<file path="config.mk">
export PLATFORM = sky130hd
export DESIGN_NAME = boot_mode_strap_select
export DESIGN_NICKNAME = d
export VERILOG_FILES = /design/src/hdl/boot_strap_pkg.sv /design/src/hdl/boot_mode_strap_select.sv /design/src/hdl/strap_sync.sv
export SDC_FILE = /design/constraint.sdc
export NUM_CORES = 1
export LEC_CHECK = 0
export BUFFER_PORTS_ARGS = -buffer_cell sky130_fd_sc_hd__buf_4
export CORE_MARGIN = 3
export CORE_UTILIZATION = 48
export CTS_BUF_LIST = sky130_fd_sc_hd__clkbuf_4
export CTS_CLUSTER_SIZE = 12
export DETAILED_ROUTE_END_ITERATION = 7
export PLACE_DENSITY = 0.74
export SYNTH_ARGS = -nofsm -noshare
export SYNTH_HDL_FRONTEND = slang
export SYNTH_HIERARCHICAL = 1
export SYNTH_SLANG_ARGS = --single-unit
</file>
<file path="constraint.sdc">
create_clock -name core_clk -period 1.32 [get_ports core_clk]
set_input_delay 0.066 -clock core_clk [delete_from_list [all_inputs] [get_ports core_clk]]
set_output_delay 0.066 -clock core_clk [all_outputs]
set_load 0.03 [all_outputs]
</file>
<file path="src/hdl/boot_strap_pkg.sv">
// Purpose: Shared types and constants for reset-time boot mode selection
// Assumes: Single core clock, synchronous active-high reset
// Notes:   Strap pins are asynchronous and pass a two-stage synchroniser
package boot_strap_pkg;

   localparam int unsigned CLK_HZ        = 50000000;
   // Settle time after reset release before straps are trusted
   localparam int unsigned SETTLE_NS     = 100;
   localparam int unsigned CLK_PERIOD_NS = 1000000000 / CLK_HZ;
   localparam int unsigned SETTLE_CYC_I  =
      (SETTLE_NS + CLK_PERIOD_NS - 1) / CLK_PERIOD_NS;
   localparam int unsigned CNT_W         = 4;
   localparam logic [CNT_W-1:0] SETTLE_CYC = CNT_W'(SETTLE_CYC_I);
   localparam logic [CNT_W-1:0] CNT_ZERO   = 4'h0;
   localparam logic [CNT_W-1:0] CNT_ONE    = 4'h1;

   // Sequencer states, one-hot
   typedef enum logic [3:0] {
      ST_RESET  = 4'h1,
      ST_SETTLE = 4'h2,
      ST_SAMPLE = 4'h4,
      ST_RUN    = 4'h8
   } seqState_t;

   // Mode chosen at reset release
   typedef struct packed {
      logic valid;        // Selection captured
      logic downloadMode; // Serial download / debug loader
      logic userRun;      // Execute user program
      logic internalFetch;// Fetch from internal program store
      logic emulationEn;  // Single-pin emulation controller enabled
   } bootMode_t;

   localparam bootMode_t MODE_RESET = '{default: 1'b0};

   // Strap pin samples after synchronisation
   typedef struct packed {
      logic strobeStrapN;
      logic fetchSelN;
   } strapIn_t;

   // Strobe pin drive
   typedef struct packed {
      logic out;
      logic oe;
   } pinDrive_t;

endpackage

</file>
<file path="src/hdl/boot_mode_strap_select.sv">
// Purpose: Capture boot straps once at reset release and hold the mode
// Assumes: rst is the combined power-up and external reset, synchronous
// Notes:   Strobe pin is released during reset so the strap can be read
//
// Overview of operation
// - Read strobe strap only at reset release
// - Otherwise drive strap pin as strobe output
// - Low strap selects serial download mode
// - High strap runs stored user program
// - Debug entry identical to download entry
// - Debugger fully on chip, no external memory
// - Fetch-select strap picks internal/external memory
// - Emulation controller enabled by resistor-pulled strap
`timescale 1ns/1ps
`default_nettype none
module boot_mode_strap_select
(
   // Clock and reset
   input  wire logic                      core_clk,
   input  wire logic                      rst,
   // Strobe strap pin (program_store_strobe_n)
   input  wire logic                      programStoreStrobeNIn,
   output logic                           programStoreStrobeNOut,
   output logic                           programStoreStrobeNOe,
   // Fetch-select strap pin (external_fetch_select_n)
   input  wire logic                      externalFetchSelectNIn,
   // Strobe request from the fetch unit, active low
   input  wire logic                      fetchStrobeN,
   // Emulator pull-up sense, high when pin is resistor-pulled
   input  wire logic                      emulPullSense,
   // Selected mode
   output boot_strap_pkg::bootMode_t      bootMode,
   output boot_strap_pkg::seqState_t      seqState
);
   import boot_strap_pkg::*;

   // Everything the selector remembers between edges, apart from the strap flops in u_sync
   typedef struct packed {
      seqState_t            st;
      logic [CNT_W-1:0]     cnt;
      bootMode_t            mode;
      pinDrive_t            strobe;
      logic                 emulMeta;
      logic                 emulSync;
   } state_t;

   state_t   s_q;
   state_t   s_d;
   strapIn_t pinRaw;
   strapIn_t pinSync;

   // Released pin: the jumper level must win while straps are read
   function automatic pinDrive_t releasedDrive();
      pinDrive_t d;
      d.out = 1'b1;
      d.oe  = 1'b0;
      return d;
   endfunction

   // Driven pin: follows the fetch unit's strobe request
   function automatic pinDrive_t strobeDrive
   (
      input logic reqN
   );
      pinDrive_t d;
      d.out = reqN;
      d.oe  = 1'b1;
      return d;
   endfunction

   // Last settle cycle, counter about to run out
   function automatic logic settleDone
   (
      input logic [CNT_W-1:0] count
   );
      return (count <= CNT_ONE);
   endfunction

   // Sequencer step, kept apart from the datapath below
   function automatic seqState_t nextStep
   (
      input seqState_t        cur,
      input logic [CNT_W-1:0] count
   );
      seqState_t nxt;
      nxt = cur;
      case (cur)
         ST_RESET:
         begin
            nxt = ST_SETTLE;
         end
         ST_SETTLE:
         begin
            if (settleDone(count))
            begin
               nxt = ST_SAMPLE;
            end
         end
         ST_SAMPLE:
         begin
            nxt = ST_RUN;
         end
         ST_RUN:
         begin
            nxt = ST_RUN;
         end
         default:
         begin
            nxt = ST_RESET;
         end
      endcase
      return nxt;
   endfunction

   // Mode decode from the synchronised straps
   function automatic bootMode_t modeFromStraps
   (
      input strapIn_t straps,
      input logic     pulled
   );
      bootMode_t m;
      m               = MODE_RESET;
      m.valid         = 1'b1;
      // low strap, loader waits on UART
      // loader and debugger live on chip
      m.downloadMode  = ~straps.strobeStrapN;
      m.userRun       = straps.strobeStrapN;
      m.internalFetch = straps.fetchSelN;
      m.emulationEn   = straps.fetchSelN & pulled;
      return m;
   endfunction

   // Register contents while rst is high
   function automatic state_t resetState();
      state_t r;
      r.st       = ST_RESET;
      r.cnt      = CNT_ZERO;
      r.mode     = MODE_RESET;
      r.strobe   = releasedDrive();
      r.emulMeta = 1'b0;
      r.emulSync = 1'b0;
      return r;
   endfunction

   // Strap pins gathered for the synchroniser
   always_comb
   begin
      pinRaw.strobeStrapN = programStoreStrobeNIn;
      pinRaw.fetchSelN    = externalFetchSelectNIn;
   end

   strap_sync u_sync
   (
      .core_clk (core_clk),
      .rst      (rst),
      .pinRaw   (pinRaw),
      .pinSync  (pinSync)
   );

   always_comb
   begin
      s_d          = s_q;
      s_d.st       = nextStep(s_q.st, s_q.cnt);

      // Pull-up sense is asynchronous: two flops before use
      s_d.emulMeta = emulPullSense;
      s_d.emulSync = s_q.emulMeta;

      case (s_q.st)
         ST_RESET:
         begin
            // Pin released so the jumper level can be seen
            s_d.strobe = releasedDrive();
            s_d.cnt    = SETTLE_CYC;
         end

         ST_SETTLE:
         begin
            // Wait out the synchroniser and pin settling
            s_d.cnt = s_q.cnt - CNT_ONE;
         end

         ST_SAMPLE:
         begin
            s_d.mode = modeFromStraps(pinSync, s_q.emulSync);
         end

         ST_RUN:
         begin
            // board keeps pin free; strap ignored now
            s_d.strobe = strobeDrive(fetchStrobeN);
            s_d.mode   = s_q.mode;
         end

         default:
         begin
            s_d = resetState();
         end
      endcase
   end

   // Synchronous reset only, straps re-read on every release
   always_ff @(posedge core_clk)
   begin
      if (rst)
      begin
         s_q <= resetState();
      end
      else
      begin
         s_q <= s_d;
      end
   end

   // Outputs straight from the state register
   assign programStoreStrobeNOut = s_q.strobe.out;
   assign programStoreStrobeNOe  = s_q.strobe.oe;
   assign bootMode               = s_q.mode;
   assign seqState               = s_q.st;

endmodule // boot_mode_strap_select
`default_nettype wire

</file>
<file path="src/hdl/strap_sync.sv">
// Purpose: Two-flop synchroniser for the strap pins
// Assumes: Pins are asynchronous to core_clk
// Notes:   First stage is read only by the second stage
`timescale 1ns/1ps
`default_nettype none
module strap_sync
(
   // Clock and reset
   input  wire logic                     core_clk,
   input  wire logic                     rst,
   // Raw and synchronised pins
   input  wire boot_strap_pkg::strapIn_t pinRaw,
   output var  boot_strap_pkg::strapIn_t pinSync
);
   import boot_strap_pkg::*;

   typedef struct packed {
      strapIn_t meta;
      strapIn_t sync;
   } syncState_t;

   syncState_t s_q;
   syncState_t s_d;

   always_comb
   begin
      s_d      = s_q;
      s_d.meta = pinRaw;
      s_d.sync = s_q.meta;
   end

   // Idle-high reset value: pins pulled high when undriven
   always_ff @(posedge core_clk)
   begin
      if (rst)
      begin
         s_q <= '{meta: '{default: 1'b1}, sync: '{default: 1'b1}};
      end
      else
      begin
         s_q <= s_d;
      end
   end

   assign pinSync = s_q.sync;

endmodule // strap_sync
`default_nettype wire

</file>
==> metrics.txt <==
largest area contributor in the netlist=dfxtp_1; yosys warns=6; area of the multi-input gates=528 um^2; Synth area leaders=dfxtp_1 (41%), buf_4 (7.4%), nor2_1 (4.8%); Mapped Nets=110; Worst Path Required=1.55 ns; worst-case clock skew=0.00436 ns; Routed WL per cell=13.8 um; Seq/Total Area, Yosys=0.412; Boundary Pins=17; Cell Rows=16; ANT cells=0; number of global-route vias before repair=783; top achievable clock speed=766 MHz; Comb pwr share=0.359; critical hold path startpoint=fetchStrobeN; mapped cell area=1020 um^2; depth of the worst register-to-register path=5; CP max FO=6; HP Class=in2reg; Final nets=141; Crit. End Element=flop; final hold slack=0.0207 ns; clk sinks=21; 1st-iter DRT viols=28; Setup WS post-layout=0.0138 ns; aggregate global-route resource usage=0.177; Pint=1.11 mW; clock power share=0.190; post-synth cell types=37; Initial Utilization=0.515; maximum VDD drop=848 uV; Hold Vio Cnt, Final=0; crit path DAT=1.54 ns; Longest Clk Path Bufs=2; gate count of the mapped netlist=102; P_sw=525 uW; FF-to-FF End=s_q[10]; switching share of power=0.320; sequential share of power=0.451; endpoints failing setup=0; first-pass GRT wire length=3.47 mm; area delta synth->final=34.2%; FF+latch area=434 um^2; Clock Pin Slew Worst Setup and Hold Paths=0.11 ns; FF-to-FF Start=seqState[3]; fillers=154; relative slew slack=0.776; Die Ht=52.1 um; share of layout cells above drive strength 1=0.455; Post-Route WL=2.19 mm; max-cap viol count=0; Residual DRC=0; Post-Place Cell Area=1180 um^2; Core Box Area=1980 um^2; Worst-Margin Slew=0.336 ns; P_leak=0.570 nW; worst slack at placement=-0.102 ns; flop2flop setup slack=0.01 ns; grt ovf=0; chip width=52.1 um; hold-critical path depth=3; worst skew pair latency=0.31 ns; Routed Antenna Nets=0; Setup CP Type=reg2reg; largest net degree at the start of global routing=16; port bufs=16; gp weighted congestion=0.819; register bit total from synthesis=21; die area=2710 um^2; Slew Limit Fails=0; RSZ-0062 raised after global routing=true; Tmin final=1.31 ns; CTS tree=built; pwr dens=1200 nW/um^2; HPWL after DPL=1.41 mm; hold path endpoint=programStoreStrobeNOut; TritonRoute pass-1 iters=4; vias=819; design area=1370 um^2; share of the synthesized area in the top cell type=0.412; root buf cell=clkbuf_4; via/cell ratio=5.15; initial antenna violation count=0; syn avg cell area=10.0 um^2; H-tree levels=1; Final Cycle Share=0.990; CTS Buf Count=3; status=completed; Worst setup SP type=flop
==> per-stage QoR <==
| stage | TNS, ns | utilization | power [mW] | std cells |
|---|---|---|---|---|
| after CTS | 0 | 0.653 | 1.58 | 157 |
| after global placement | -0.161 | 0.595 | 1.22 | 146 |
| after global routing | -0.418 | 0.691 | 1.73 | 159 |
| final | 0 | 0.691 | 1.64 | 159 |
| after floorplan | 0 | - | 1.07 | 102 |
| after detailed placement | -0.468 | 0.595 | 1.23 | 146 |
==> cell usage in the layout (no fill, tap or decap), types with 2 or more instances in the layout <==
cell type	Yosys	layout
buf_4	10	32
dfxtp_1	21	16
nor2_1	13	13
inv_1	5	5
buf_6	2	5
or2_1	4	4
nand2b_4	1	3
nor3_1	3	3
clkbuf_4	0	3
dlygate4sd3_1	0	3
dfxtp_4	0	3
nor4b_4	1	2
and2_1	2	2
nand2b_1	4	2
xnor2_1	2	2
o21ai_0	3	2
a211oi_1	2	2
nor3_4	1	2
a21oi_1	2	2
nor2b_1	2	2
o21a_1	2	2
a22oi_1	3	2
dfxtp_2	0	2
==> worst max-delay path by stage <==
| stage | from | end | slack [ns] |
|---|---|---|---|
| final | seqState[3] | s_q[10] | 0.01 |
| after global routing | seqState[1] | bootMode[1] | -0.07 |
| after CTS | seqState[2] | s_q[0] | 0.002 |
| after detailed placement | seqState[1] | s_q[1] | -0.10 |
| after global placement | seqState[1] | s_q[0] | -0.04 |
| after floorplan | s_q[9] | seqState[1] | 0.007 |
==> critical path, cell delays in order, from the launching register on <==
cell      delay [ns]
dfxtp_4         0.39
buf_6           0.14
buf_4           0.13
a21oi_1         0.23
o21ai_1         0.13
a211oi_1        0.21
==> area by class of cell <==
| type | instances | share of cell area |
|---|---|---|
| inverters | 5 | 0.0137 |
| flip-flops and latches | 21 | 0.317 |
| repair buffers | 40 | 0.239 |
| clock inverters | 1 | 0.00366 |
| clock buffers | 3 | 0.0165 |
| multi-input cells | 62 | 0.386 |
| well taps | 27 | 0.0247 |
==> logic make-up (layout without fill, tap and decap cells) <==
family,count (synthesis),count (layout),share of synthesized area
AOI/OAI and AO/OA,20,20,0.166
buffers and inverters,19,49,0.123
and+or+nand+nor,36,36,0.232
xor gates and xnor gates,3,3,0.0331
adders and majority gates,2,2,0.0245
DFF,21,21,0.412
muxes,1,1,0.00982
==> cell usage after synthesis, drive strengths merged <==
master and number:
clkbuf 1, nor4b 3, nand2 1, a211o 1, a221oi 1, nor2 13, or2 4, o21ai 4
mux2i 1, inv 5, ha 2, nor3 5, dfxtp 21, a21oi 3, a211oi 2, a32oi 1
nor4 1, o21a 2, a311oi 1, buf 13, nor2b 2, a22oi 3, xor2 1, xnor2 2
a2111oi 2, nand2b 5, and2 2
==> power by group through the flow <==
stage	Clock (mW)	Combinational (mW)	Sequential [mW]
global placement	0	0.476	0.741
detailed placement	0	0.482	0.744
global route	0.350	0.634	0.747
CTS	0.324	0.530	0.730
floorplan	0	0.348	0.723
finish	0.311	0.588	0.739
==> metal layers <==
metal / share of wire / up-vias / GRT usage
li1: - / 402 / -
met2: 0.50 / 23 / 0.291
met4: 0.022 / 0 / 0.105
met3: 0.037 / 4 / 0.0287
met1: 0.44 / 390 / 0.216
met5: 0 / - / 0
==> sequential cells by signal (all words and copies together), names as in the netlist <==
signal	flops
seqState	4
programStoreStrobeNOe	1
programStoreStrobeNOut	1
u_sync/s_d	2
s_q	6
u_sync/pinSync	2
bootMode	5
==> what timing repair did <==
item | 4_1_cts | 5_1_grt
pin swaps | 4 | 14
buffers inserted | 4 | 2
hold buffers | 3 | 0
hold endpoints to repair | 3 | 0
resized for setup | 11 | 12
endpoints found under the setup margin | 14 | 12
cloned | 0 | 0
No activity file was read; power rests on OpenSTA's default activity.
